$ cat src/rtl/acc_pkg.sv
/*
 comparator control package: register offsets, field positions, reset values,
 edge mode codes, synchronizer depth and the carrier structs.
 assumes an 8-bit register port addressed by byte offset.
*/
// Functional notes
// - run in standby keeps comparator, freezes flags
// - pad enable drives output onto pin
// - edge field picks both, falling, rising edges
// - hysteresis field passed to analog core
// - enable bit powers comparator; control resets zero
// - invert applies before every output consumer
// - positive select picks pin zero or one
// - negative select picks pin or reference
// - interrupt enable bit at 0x06, resets zero
// - state bit follows output, three cycles
// - flag set on edge, write one clears
// - request while flag and enable both set
// - standby with run bit keeps event and pad updating
// - power-down disables comparator and pad
package acc_pkg;

   // register offsets
   localparam logic [2:0] ACC_OFF_CTRL   = 3'h0;
   localparam logic [2:0] ACC_OFF_MUX    = 3'h2;
   localparam logic [2:0] ACC_OFF_INTEN  = 3'h6;
   localparam logic [2:0] ACC_OFF_STATUS = 3'h7;

   // field positions
   localparam int ACC_BIT_RUNSTBY = 7;
   localparam int ACC_BIT_PADEN   = 6;
   localparam int ACC_BIT_EDGE_HI = 5;
   localparam int ACC_BIT_EDGE_LO = 4;
   localparam int ACC_BIT_HYS_HI  = 2;
   localparam int ACC_BIT_HYS_LO  = 1;
   localparam int ACC_BIT_ENABLE  = 0;
   localparam int ACC_BIT_INVERT  = 7;
   localparam int ACC_BIT_POSSEL  = 3;
   localparam int ACC_BIT_NEG_HI  = 1;
   localparam int ACC_BIT_NEG_LO  = 0;
   localparam int ACC_BIT_IRQEN   = 0;
   localparam int ACC_BIT_STATE   = 4;
   localparam int ACC_BIT_FLAG    = 0;

   // reset values
   localparam logic [7:0] ACC_RST_REG = 8'h00;

   // synchronizer flops ahead of the state bit register
   localparam int ACC_SYNC_STAGES = 2;

   // interrupt edge modes
   typedef enum logic [1:0] {
      ACC_ANY_EDGE  = 2'h0,
      ACC_RESERVED  = 2'h1,
      ACC_FALL_EDGE = 2'h2,
      ACC_RISE_EDGE = 2'h3
   } acc_edge_t;

   // register port request
   typedef struct packed {
      logic [2:0] addr;
      logic [7:0] wdata;
      logic       wr;
      logic       rd;
   } acc_bus_t;

   // settings handed to the analog core
   typedef struct packed {
      logic       enable;
      logic [1:0] hysteresis_select;
      logic       positive_input_select;
      logic [1:0] negative_input_select;
   } acc_analog_t;

endpackage : acc_pkg

$ cat src/rtl/acc_sync.sv
/*
 two-flop synchronizer for the comparator output.
 assumes input is fully asynchronous to i_clk_sys.
*/
`timescale 1ns/1ps
`default_nettype none
module acc_sync (
   // clock and reset
   input  wire logic i_clk_sys,
   input  wire logic i_reset,
   // data
   input  wire logic i_async,
   output logic      o_sync
);
   import acc_pkg::*;

   logic [ACC_SYNC_STAGES-1:0] stage;
   logic [ACC_SYNC_STAGES-1:0] next_stage;

   // shift chain; only the last flop is read outside
   always_comb begin
      next_stage = {stage[ACC_SYNC_STAGES-2:0], i_async};
   end

   always_ff @(posedge i_clk_sys or posedge i_reset) begin
      if (i_reset) begin
         stage <= '0;
      end else begin
         stage <= next_stage;
      end
   end

   assign o_sync = stage[ACC_SYNC_STAGES-1];
endmodule : acc_sync
`default_nettype wire

$ cat src/rtl/acc_top.sv
/*
 comparator control and status wrapper: four byte registers, input and
 hysteresis steering, output inversion, pad drive, edge flag and request.
 assumes the analog core output is asynchronous; i_standby and i_powerdown
 come from the sleep controller as levels; i_clk_gated_off is high while the
 peripheral clock would be stopped (standby with no other clock user).
*/
// Added by the designer: the address-and-strobe port.
`timescale 1ns/1ps
`default_nettype none
module acc_top (
   // clock and reset
   input  wire logic             i_clk_sys,
   input  wire logic             i_reset,
   // register port
   input  wire acc_pkg::acc_bus_t i_bus,
   output logic [7:0]            o_rdata,
   // sleep status
   input  wire logic             i_standby,
   input  wire logic             i_powerdown,
   input  wire logic             i_clk_gated_off,
   // analog core
   input  wire logic             i_cmp_raw,
   output acc_pkg::acc_analog_t  o_analog,
   // outputs
   output logic                  o_pad_out,
   output logic                  o_pad_oe,
   output logic                  o_event,
   output logic                  o_irq
);
   import acc_pkg::*;

   logic [7:0]  ctrl, next_ctrl;
   logic [7:0]  mux, next_mux;
   logic        irq_en, next_irq_en;
   logic        flag, next_flag;
   logic        state, next_state;
   logic        prev, next_prev;
   logic [7:0]  rdata, next_rdata;
   logic        irq, next_irq;
   acc_analog_t analog, next_analog;
   logic        pad_out, next_pad_out;
   logic        pad_oe, next_pad_oe;
   logic        evt, next_evt;
   logic        cmp_sync;
   logic        cmp_inv;
   logic        frozen;
   logic        active;
   logic        rise, fall, hit;
   acc_edge_t   edge_mode;

   acc_sync u_sync (
      .i_clk_sys (i_clk_sys),
      .i_reset   (i_reset),
      .i_async   (i_cmp_raw),
      .o_sync    (cmp_sync)
   );

   // inversion ahead of every consumer
   assign cmp_inv   = cmp_sync ^ mux[ACC_BIT_INVERT];
   assign edge_mode = acc_edge_t'(ctrl[ACC_BIT_EDGE_HI:ACC_BIT_EDGE_LO]);
   // status and flag freeze while the peripheral clock is stopped
   assign frozen = i_standby & i_clk_gated_off;
   // comparator runs while the enable bit is set, unless power-down, or standby without run bit
   assign active = ctrl[ACC_BIT_ENABLE] & ~i_powerdown
                   & ~(i_standby & ~ctrl[ACC_BIT_RUNSTBY]);
   assign rise = cmp_inv & ~prev;
   assign fall = ~cmp_inv & prev;

   // edge selection; reserved code raises nothing
   always_comb begin
      hit = 1'b0;
      unique case (edge_mode)
         ACC_ANY_EDGE:  hit = rise | fall;
         ACC_RESERVED:  hit = 1'b0;
         ACC_FALL_EDGE: hit = fall;
         ACC_RISE_EDGE: hit = rise;
      endcase
   end

   // register writes
   always_comb begin
      next_ctrl   = ctrl;
      next_mux    = mux;
      next_irq_en = irq_en;
      if (i_bus.wr) begin
         unique case (i_bus.addr)
            ACC_OFF_CTRL:  next_ctrl = {i_bus.wdata[7:4], 1'b0, i_bus.wdata[2:0]};
            ACC_OFF_MUX:   next_mux = {i_bus.wdata[7], 3'h0, i_bus.wdata[3], 1'b0, i_bus.wdata[1:0]};
            ACC_OFF_INTEN: next_irq_en = i_bus.wdata[ACC_BIT_IRQEN];
            default:       next_ctrl = ctrl;
         endcase
      end
   end

   // flag and state; a set in the clearing cycle wins
   always_comb begin
      next_flag  = flag;
      next_state = state;
      next_prev  = prev;
      if (i_bus.wr && i_bus.addr == ACC_OFF_STATUS && i_bus.wdata[ACC_BIT_FLAG]) begin
         next_flag = 1'b0;
      end
      if (!frozen) begin
         next_state = cmp_inv;
         next_prev  = cmp_inv;
         if (ctrl[ACC_BIT_ENABLE] && hit) begin
            next_flag = 1'b1;
         end
      end
   end

   // read data, one cycle after the strobe, zero otherwise
   always_comb begin
      next_rdata = 8'h00;
      if (i_bus.rd) begin
         unique case (i_bus.addr)
            ACC_OFF_CTRL:   next_rdata = ctrl;
            ACC_OFF_MUX:    next_rdata = mux;
            ACC_OFF_INTEN:  next_rdata = {7'h00, irq_en};
            ACC_OFF_STATUS: next_rdata = {3'h0, state, 3'h0, flag};
            default:        next_rdata = 8'h00;
         endcase
      end
   end

   // outputs, registered; pad and event keep running in standby when the run bit is set
   always_comb begin
      next_irq = next_flag & next_irq_en;
      next_analog.enable                = active;
      next_analog.hysteresis_select     = ctrl[ACC_BIT_HYS_HI:ACC_BIT_HYS_LO];
      next_analog.positive_input_select = mux[ACC_BIT_POSSEL];
      next_analog.negative_input_select = mux[ACC_BIT_NEG_HI:ACC_BIT_NEG_LO];
      next_pad_oe  = active & ctrl[ACC_BIT_PADEN];
      next_pad_out = next_pad_oe & cmp_inv;
      next_evt     = active & cmp_inv;
   end

   always_ff @(posedge i_clk_sys or posedge i_reset) begin
      if (i_reset) begin
         ctrl    <= ACC_RST_REG;
         mux     <= ACC_RST_REG;
         irq_en  <= 1'b0;
         flag    <= 1'b0;
         state   <= 1'b0;
         prev    <= 1'b0;
         rdata   <= 8'h00;
         irq     <= 1'b0;
         analog  <= '0;
         pad_out <= 1'b0;
         pad_oe  <= 1'b0;
         evt     <= 1'b0;
      end else begin
         ctrl    <= next_ctrl;
         mux     <= next_mux;
         irq_en  <= next_irq_en;
         flag    <= next_flag;
         state   <= next_state;
         prev    <= next_prev;
         rdata   <= next_rdata;
         irq     <= next_irq;
         analog  <= next_analog;
         pad_out <= next_pad_out;
         pad_oe  <= next_pad_oe;
         evt     <= next_evt;
      end
   end

   assign o_rdata   = rdata;
   assign o_irq     = irq;
   assign o_analog  = analog;
   assign o_pad_out = pad_out;
   assign o_pad_oe  = pad_oe;
   assign o_event   = evt;

   // assertions
   property p_irq_pair;
      @(posedge i_clk_sys) disable iff (i_reset)
      ##1 (o_irq == (flag & irq_en));
   endproperty
   a_irq_pair: assert property (p_irq_pair) else $error("irq not flag and enable");

   property p_clear;
      @(posedge i_clk_sys) disable iff (i_reset)
      (i_bus.wr && i_bus.addr == ACC_OFF_STATUS && i_bus.wdata[0] && !(ctrl[0] && hit && !frozen))
      |=> !flag;
   endproperty
   a_clear: assert property (p_clear) else $error("flag not cleared");

   property p_zero_keeps;
      @(posedge i_clk_sys) disable iff (i_reset)
      (flag && !(i_bus.wr && i_bus.addr == ACC_OFF_STATUS && i_bus.wdata[0])) |=> flag;
   endproperty
   a_zero_keeps: assert property (p_zero_keeps) else $error("flag lost");

   property p_state_delay;
      @(posedge i_clk_sys) disable iff (i_reset)
      (!$past(frozen) && $stable(mux[ACC_BIT_INVERT]))
      |-> (state == ($past(i_cmp_raw, 3) ^ mux[ACC_BIT_INVERT]));
   endproperty
   a_state_delay: assert property (p_state_delay) else $error("state lag wrong");

   property p_freeze;
      @(posedge i_clk_sys) disable iff (i_reset)
      frozen |=> (state == $past(state));
   endproperty
   a_freeze: assert property (p_freeze) else $error("state moved while frozen");

   property p_powerdown;
      @(posedge i_clk_sys) disable iff (i_reset)
      i_powerdown |=> (!o_pad_oe && !o_analog.enable);
   endproperty
   a_powerdown: assert property (p_powerdown) else $error("active in power-down");

   property p_rise_only;
      @(posedge i_clk_sys) disable iff (i_reset)
      (edge_mode == ACC_RISE_EDGE && fall && !rise && !flag) |=> !flag;
   endproperty
   a_rise_only: assert property (p_rise_only) else $error("falling edge set flag");

   property p_pad;
      @(posedge i_clk_sys) disable iff (i_reset)
      (ctrl[0] && ctrl[6] && !i_powerdown && !i_standby) |=> o_pad_oe;
   endproperty
   a_pad: assert property (p_pad) else $error("pad not driven");

   // register port answers
   property p_status_read;
      @(posedge i_clk_sys) disable iff (i_reset)
      (i_bus.rd && i_bus.addr == ACC_OFF_STATUS) |=> (o_rdata == {3'h0, $past(state), 3'h0, $past(flag)});
   endproperty
   a_status_read: assert property (p_status_read) else $error("status read wrong");

   property p_inten_write;
      @(posedge i_clk_sys) disable iff (i_reset)
      (i_bus.wr && i_bus.addr == ACC_OFF_INTEN) |=> (irq_en == $past(i_bus.wdata[ACC_BIT_IRQEN]));
   endproperty
   a_inten_write: assert property (p_inten_write) else $error("interrupt enable not stored");

   // settings reach the analog core one cycle later
   property p_hys;
      @(posedge i_clk_sys) disable iff (i_reset)
      1'b1 |=> (o_analog.hysteresis_select == $past(ctrl[ACC_BIT_HYS_HI:ACC_BIT_HYS_LO]));
   endproperty
   a_hys: assert property (p_hys) else $error("hysteresis not passed on");

   property p_route;
      @(posedge i_clk_sys) disable iff (i_reset)
      1'b1 |=> (o_analog.positive_input_select == $past(mux[ACC_BIT_POSSEL])
                && o_analog.negative_input_select == $past(mux[ACC_BIT_NEG_HI:ACC_BIT_NEG_LO]));
   endproperty
   a_route: assert property (p_route) else $error("input select not passed on");

   property p_enable_off;
      @(posedge i_clk_sys) disable iff (i_reset)
      !ctrl[ACC_BIT_ENABLE] |=> !o_analog.enable;
   endproperty
   a_enable_off: assert property (p_enable_off) else $error("core on while disabled");

   // standby: halted without the run bit, running with it
   property p_halt;
      @(posedge i_clk_sys) disable iff (i_reset)
      (i_standby && !ctrl[ACC_BIT_RUNSTBY]) |=> !o_analog.enable;
   endproperty
   a_halt: assert property (p_halt) else $error("core on in standby");

   property p_run_standby;
      @(posedge i_clk_sys) disable iff (i_reset)
      (i_standby && !i_powerdown && ctrl[ACC_BIT_RUNSTBY] && ctrl[ACC_BIT_ENABLE]) |=> o_analog.enable;
   endproperty
   a_run_standby: assert property (p_run_standby) else $error("core off with run bit");

   // inverted, synced compare feeds event and pad alike
   property p_event;
      @(posedge i_clk_sys) disable iff (i_reset)
      1'b1 |=> (o_event == ($past(active) && ($past(cmp_sync) ^ $past(mux[ACC_BIT_INVERT]))));
   endproperty
   a_event: assert property (p_event) else $error("event level wrong");

   property p_pad_level;
      @(posedge i_clk_sys) disable iff (i_reset)
      1'b1 |=> (o_pad_out == ($past(active) && $past(ctrl[ACC_BIT_PADEN])
                              && ($past(cmp_sync) ^ $past(mux[ACC_BIT_INVERT]))));
   endproperty
   a_pad_level: assert property (p_pad_level) else $error("pad level wrong");

   // flag only moves up on a selected edge
   property p_set;
      @(posedge i_clk_sys) disable iff (i_reset)
      (ctrl[ACC_BIT_ENABLE] && hit && !frozen) |=> flag;
   endproperty
   a_set: assert property (p_set) else $error("edge did not set flag");

   property p_edge_only;
      @(posedge i_clk_sys) disable iff (i_reset)
      (!flag && !hit) |=> !flag;
   endproperty
   a_edge_only: assert property (p_edge_only) else $error("flag set without edge");

   property p_fall_only;
      @(posedge i_clk_sys) disable iff (i_reset)
      (edge_mode == ACC_FALL_EDGE && rise && !flag) |=> !flag;
   endproperty
   a_fall_only: assert property (p_fall_only) else $error("rising edge set flag");

   property p_reserved;
      @(posedge i_clk_sys) disable iff (i_reset)
      (edge_mode == ACC_RESERVED && !flag) |=> !flag;
   endproperty
   a_reserved: assert property (p_reserved) else $error("reserved mode set flag");

   property p_frozen_flag;
      @(posedge i_clk_sys) disable iff (i_reset)
      (frozen && !flag) |=> !flag;
   endproperty
   a_frozen_flag: assert property (p_frozen_flag) else $error("flag set while frozen");

   c_flag_set: cover property (@(posedge i_clk_sys) disable iff (i_reset) !flag ##1 flag);
   c_irq: cover property (@(posedge i_clk_sys) disable iff (i_reset) o_irq ##[1:20] !o_irq);
   c_standby: cover property (@(posedge i_clk_sys) disable iff (i_reset) frozen && o_event);
   c_powerdown: cover property (@(posedge i_clk_sys) disable iff (i_reset) i_powerdown && ctrl[ACC_BIT_PADEN]);
endmodule : acc_top
`default_nettype wire

$ cat config.mk
export PLATFORM = sky130hd
export DESIGN_NAME = acc_top
export DESIGN_NICKNAME = d
export VERILOG_FILES = /design/src/rtl/acc_pkg.sv /design/src/rtl/acc_sync.sv /design/src/rtl/acc_top.sv
export SDC_FILE = /design/constraint.sdc
export NUM_CORES = 1
export LEC_CHECK = 0
export ABC_AREA = 1
export BUFFER_PORTS_ARGS = -buffer_cell sky130_fd_sc_hd__buf_4
export CAP_MARGIN = 20
export CELL_PAD_IN_SITES_DETAIL_PLACEMENT = 2
export CELL_PAD_IN_SITES_GLOBAL_PLACEMENT = 2
export CORE_UTILIZATION = 33
export CTS_CLUSTER_DIAMETER = 30
export DETAILED_ROUTE_END_ITERATION = 12
export MAX_ROUTING_LAYER = met4
export PLACE_DENSITY = 0.85
export SYNTH_ARGS = -nofsm -noshare
export SYNTH_HDL_FRONTEND = slang
export SYNTH_SLANG_ARGS = --single-unit
export TNS_END_PERCENT = 1
$ cat constraint.sdc
create_clock -name i_clk_sys -period 2 [get_ports i_clk_sys]
set_input_delay 0.1 -clock i_clk_sys [delete_from_list [all_inputs] [get_ports i_clk_sys]]
set_output_delay 0.1 -clock i_clk_sys [all_outputs]
set_load 0.01 [all_outputs]
# Yosys cells after proc, flatten, opt, wreduce, memory -nomap -nowiden
# Index checks and enable logic that the tools add are counted.
# totals
elab_cells,53
output_inout_bits,18
reg_bits,34
input_bits,19
# op_classes
bitwise_logic,17
reduce_logical,7
mux,8
eq_ne,6
# ops
cell,count
$pmux W8 S4,1
$and A1 B1 Y1,10
$mux W8,1
$eq A3 B3 Y1 const B,2
$mux W1,5
$not A1 Y1,5
$eq A2 B2 Y1 const B,2
$pmux W1 S4,1
$reduce_and A2 Y1,2
$eq A3 B2 Y1 const B,1
$logic_and A1 B1 Y1,3
$logic_not A3 Y1,1
$eq A2 B1 Y1 const B,1
$logic_not A2 Y1,1
$or A1 B1 Y1,1
$xor A1 B1 Y1,1

# Logic depth before layout (Yosys ltp)
# logic_depth
ltp_word,9
ltp_mapped,8
mapped_depth_nobuf,7

# Hierarchy
# From an unflattened synthesis, not the netlist that was laid out.
# unflattened
cells_unflattened,138
hier_area_um2,1340.0
# by_module_without_submodules
module,seq_area_each_um2,cells_each,instances,area_per_inst_um2
acc_top,800.8,135,1,1286.2
acc_sync,50.0,3,1,53.8

# Worst setup path before layout
# No wires, ideal clock.
# synth_path
kind,reg-to-reg
start,register mux[7]
end,register irq (netlist: o_irq)
setup_time_ns,0.127
arrival_ns,0.753
required_ns,1.873
path_slack_ns,1.120
period_less_slack_ns,0.880
n_path_buf,0
path_stages_with_launch,7
path_cell_list,dfrtp_1 inv_1 nand2_1 nand3_1 nand2_1 nand3_1 a21oi_1
# synth_via
elab_chain_len,9
elab_cells_between_ends,10
cone_classes,3 x mux; 6 x bitwise; 1 x reduce/logical
# synth_rtl
item,line_no,source
start: declaration,acc_top.sv:34,"logic [7:0] mux, next_mux;"
start signal: assignment,acc_top.sv:155,mux <= next_mux;
$xor A1 B1 Y1 (*),acc_top.sv:60,assign cmp_inv = cmp_sync ^ mux[ACC_BIT_INVERT];
$not A1 Y1,acc_top.sv:68,assign fall = ~cmp_inv & prev;
$and A1 B1 Y1,acc_top.sv:68,
$or A1 B1 Y1,acc_top.sv:74,ACC_ANY_EDGE: hit = rise | fall;
$pmux W1 S4 (*),acc_top.sv:73,unique case (edge_mode)
$logic_and A1 B1 Y1 (*),acc_top.sv:107,if (ctrl[ACC_BIT_ENABLE] && hit) begin
$mux W1 (*),acc_top.sv:107,
$mux W1 (*),acc_top.sv:104,if (!frozen) begin
$and A1 B1 Y1 (*),acc_top.sv:129,next_irq = next_flag & next_irq_en;
via next_irq,acc_top.sv:40,"logic irq, next_irq;"
end signal: assignment,acc_top.sv:161,irq <= next_irq;
end: declaration,acc_top.sv:40,
# Mark *: on every way through the listed nets, which the timed path passes. The rest lies on a longest branch.
# A chain may end at the register's enable or synchronous reset.

# Worst setup path in the final report
# Ends and elaborated chain as after synthesis.

==> results.cfg <==
[outcome]
outcome = complete, no violations

[global_route]
number_of_antenna_violations_at_the_first_check_in_global_routing = 0
number_of_global_route_vias_before_repair = 1224
largest_net_degree_at_the_start_of_global_routing = 35
globalRoute.totalOverflow = 0
grt_first_pass_wirelength_um = 6130
global_route.usage.total_pct = 20.4

[cts]
clock_sinks = 34
htreeDepth = 2
clk_path_buf_depth = 2
clk_pin_slew_worst_paths_ns = 0.06
numCtsBuffers = 5
tritoncts = done
clk_root_buffer_cell = sky130_fd_sc_hd__clkbuf_8
clock_latency_on_the_worst_skew_pair_ns = 0.29

[setup_path]
timing.critical_path.from_type = flop
r2r_setup_slack_ns = 0.96
path_class = flop to flop
cp_data_arrival_time_ns = 1.25
timing.critical_path.fanout_max = 5
r2r_start = mux[7]$_DFFE_PP0P_
timing.critical_path.required_ns = 2.21
timing.critical_path.to_type = flop
r2r_end = o_irq$_DFF_PP0_
r2r.worst_path.cells = 6

[floorplanning]
floorplan.die_area_um2 = 4350
top_level_ports = 37
rows = 22
die_width_um = 65.9
initial_utilization_pct = 35.5
floorplan.die.height_um = 65.9
design.core.area_um2 = 3800

[route]
route.vias.total = 1085
via_density_per_instance = 4.80
dr.pass1.iters = 4
drt_drc_violations_left = 0
drtAntennaViolNets = 0
drtIter0Drc = 20
wl_per_cell_um = 16.7
detail_route.wirelength_um = 3780

[logic_synthesis]
yosys_register_bits = 34
synth_simple_gate_area_share_pct = 18.3
post_synth_inst_count = 133
post-synth-top-area-fraction_pct = 63.1
synth.area.mux_share_pct = 1.11
synth.area.top_cells = sky130_fd_sc_hd__dfrtp_1, sky130_fd_sc_hd__nand2_1, sky130_fd_sc_hd__inv_1, sky130_fd_sc_hd__nor2_1, sky130_fd_sc_hd__nand3_1
sequential_to_total_area_share_from_yosys_stat_pct = 63.1
yosys.area_share.adder_pct = 0
netlist-cell-type-count = 20
dominant_combinational_cell_family_by_area_after_synthesis = simple AND/OR/NAND/NOR gates
netlist.top_cell.by_area = sky130_fd_sc_hd__dfrtp_1
synth_nets = 152
synth_compound_area_share_pct = 9.83
synth_xor_xnor_area_share_pct = 0
avgSynthCellArea_um2 = 10.1
netlist_area_um2 = 1350
synthesis.yosys.warnings = 0

[timing]
finalSetupTns_ns = 0
timing_max_transition_violations_final = 0
rsz0062_at_grt = no
finalHoldViolations = 0
slew_headroom_pct = 70.9
timing.clock.skew_ns = 0.0126
timing.fmax_mhz = 959
period_share_pct = 52.2
setup_violations = 0
timing_worst_slew_pin_value_ns = 0.436
final.min_clock_period_ns = 1.04

[hold_path]
hp-class = input port to flop
holdCritStartpoint = i_bus[5]
min_path_cells = 2
min_delay_worst_endpoint = mux[3]$_DFFE_PP0P_

[power_and_ir_drop]
part_of_the_total_power_dissipated_in_combinational_logic_pct = 17.7
power.share.switching_pct = 26.7
clock_power_share_pct = 35.4
worst_ir_drop_vdd_v = 0.000439
post-layout-total-power_uw = 1810
seqPwrFrac_pct = 46.9
leakagePower_uw = 0.000966
power.switching_uw = 483
power.density_cell_area_nw_per_um2 = 999
internal_power_uw = 1330

[finish]
regArea_um2 = 851
fillerInstances = 425
multiInputGateArea_um2 = 394
share_of_cells_above_drive_strength_1_pct = 34.3
layout.cells.most_common_list = sky130_fd_sc_hd__buf_4, sky130_fd_sc_hd__dfrtp_1, sky130_fd_sc_hd__nand2_1
antenna_diode_count = 0
final_common_cell = sky130_fd_sc_hd__buf_4
final_net_count = 197
area_growth_syn_to_layout_pct = 34.2

[place]
portBuffers = 36
globalplace.congestion = 0.704
detailed_placer_s_ending_hpwl_um = 2580

[flow_run]
max_cap_violations = 0
==> state kept, by name (all words and copies together) (netlist names), 2 cells and up <==
name,flops
ctrl,7
mux,4
o_analog,6
o_rdata,8
u_sync.stage,2
==> timing repair <==
item | 4_1_cts | 5_1_grt
buffers inserted | 0 | 0
hold buffers | 3 | 0
endpoints found under the hold margin | 36 | 0
resized for setup | 0 | 0
==> metrics by stage <==
| stage | area, um2 | worst slack, ns | std cells | utilization, % | hold slack, ns |
|---|---|---|---|---|---|
| floorplan | 1350 | 1.12 | 133 | - | 0.131 |
| global placement | 1670 | 0.971 | 216 | 43.9 | 0.215 |
| detailed placement | 1670 | 0.898 | 216 | 43.9 | 0.217 |
| CTS | 1810 | 0.942 | 226 | 47.7 | 0.0462 |
| global route | 1810 | 0.838 | 226 | 47.7 | 0.0489 |
| finish | 1810 | 0.957 | 226 | 47.7 | 0.0493 |
==> power by group through the flow <==
| stage | clock (uW) | sequential (uW) | combinational [uW] |
|---|---|---|---|
| floorplan | 0 | 861 | 154 |
| global placement | 0 | 853 | 295 |
| detailed placement | 0 | 860 | 311 |
| CTS | 652 | 850 | 328 |
| global route | 668 | 862 | 355 |
| finish | 641 | 848 | 320 |
==> worst max path at each step <==
stage / from / endpoint / slack (ns) / cells after the start
final: mux[7]$_DFFE_PP0P_ / o_irq$_DFF_PP0_ / 0.96 / 6
after global routing: mux[7]$_DFFE_PP0P_ / o_irq$_DFF_PP0_ / 0.84 / 6
after CTS: mux[7]$_DFFE_PP0P_ / o_irq$_DFF_PP0_ / 0.94 / 6
after detailed placement: i_bus[12] / ctrl[5]$_DFFE_PP0P_ / 0.90 / 7
after global placement: i_bus[12] / mux[3]$_DFFE_PP0P_ / 0.97 / 4
after floorplan: mux[7]$_DFFE_PP0P_ / o_irq$_DFF_PP0_ / 1.12 / 6
==> synth_stat cells <==
cell and n:
sky130_fd_sc_hd__mux2_4 1, sky130_fd_sc_hd__nor2_2 1, sky130_fd_sc_hd__o21ai_2 4, sky130_fd_sc_hd__nor2_1 15
sky130_fd_sc_hd__nand3_1 9, sky130_fd_sc_hd__nand2_1 24, sky130_fd_sc_hd__nand2_4 2, sky130_fd_sc_hd__inv_2 2
sky130_fd_sc_hd__a21oi_2 4, sky130_fd_sc_hd__inv_4 1, sky130_fd_sc_hd__inv_1 19, sky130_fd_sc_hd__buf_4 1
sky130_fd_sc_hd__o21ai_0 5, sky130_fd_sc_hd__nand3_2 1, sky130_fd_sc_hd__buf_6 1, sky130_fd_sc_hd__o22ai_1 2
sky130_fd_sc_hd__dfrtp_1 34, sky130_fd_sc_hd__nor3_1 1, sky130_fd_sc_hd__a21oi_1 5, sky130_fd_sc_hd__nor2_4 1
==> routing by layer <==
metal,up-vias,part of all wire (%),GRT usage (%),routed length [um]
li1,507,-,-,-
met1,551,39,22.5,1470
met2,17,56,34.8,2130
met3,10,2.3,4.48,86
met4,0,2.5,9.84,93
met5,-,0,-,0
==> final cells by class <==
type,count,share of cell area (%)
clock buffers,6,4.56
clock inverters,1,1.66
inverters,22,4.70
flip-flops and latches,34,47.0
multi-input cells,75,21.8
well taps,48,3.32
repair buffers,40,17.0
==> worst max-delay path: stages (launching register included) <==
cell and delay (ns):
sky130_fd_sc_hd__dfrtp_1 0.44, sky130_fd_sc_hd__inv_1 0.09, sky130_fd_sc_hd__nand2_1 0.09, sky130_fd_sc_hd__nand3_1 0.07, sky130_fd_sc_hd__nand2_1 0.06, sky130_fd_sc_hd__nand3_1 0.08, sky130_fd_sc_hd__a21oi_1 0.13
==> kinds of logic (layout without fill, tap and decap cells) <==
kind of cell,Yosys count,after routing
muxes,1,1
DFF,34,34
AOI/OAI and AO/OA,20,20
buffers and inverters,24,69
and+or+nand+nor,54,54
No activity file was read; power rests on OpenSTA's default activity.
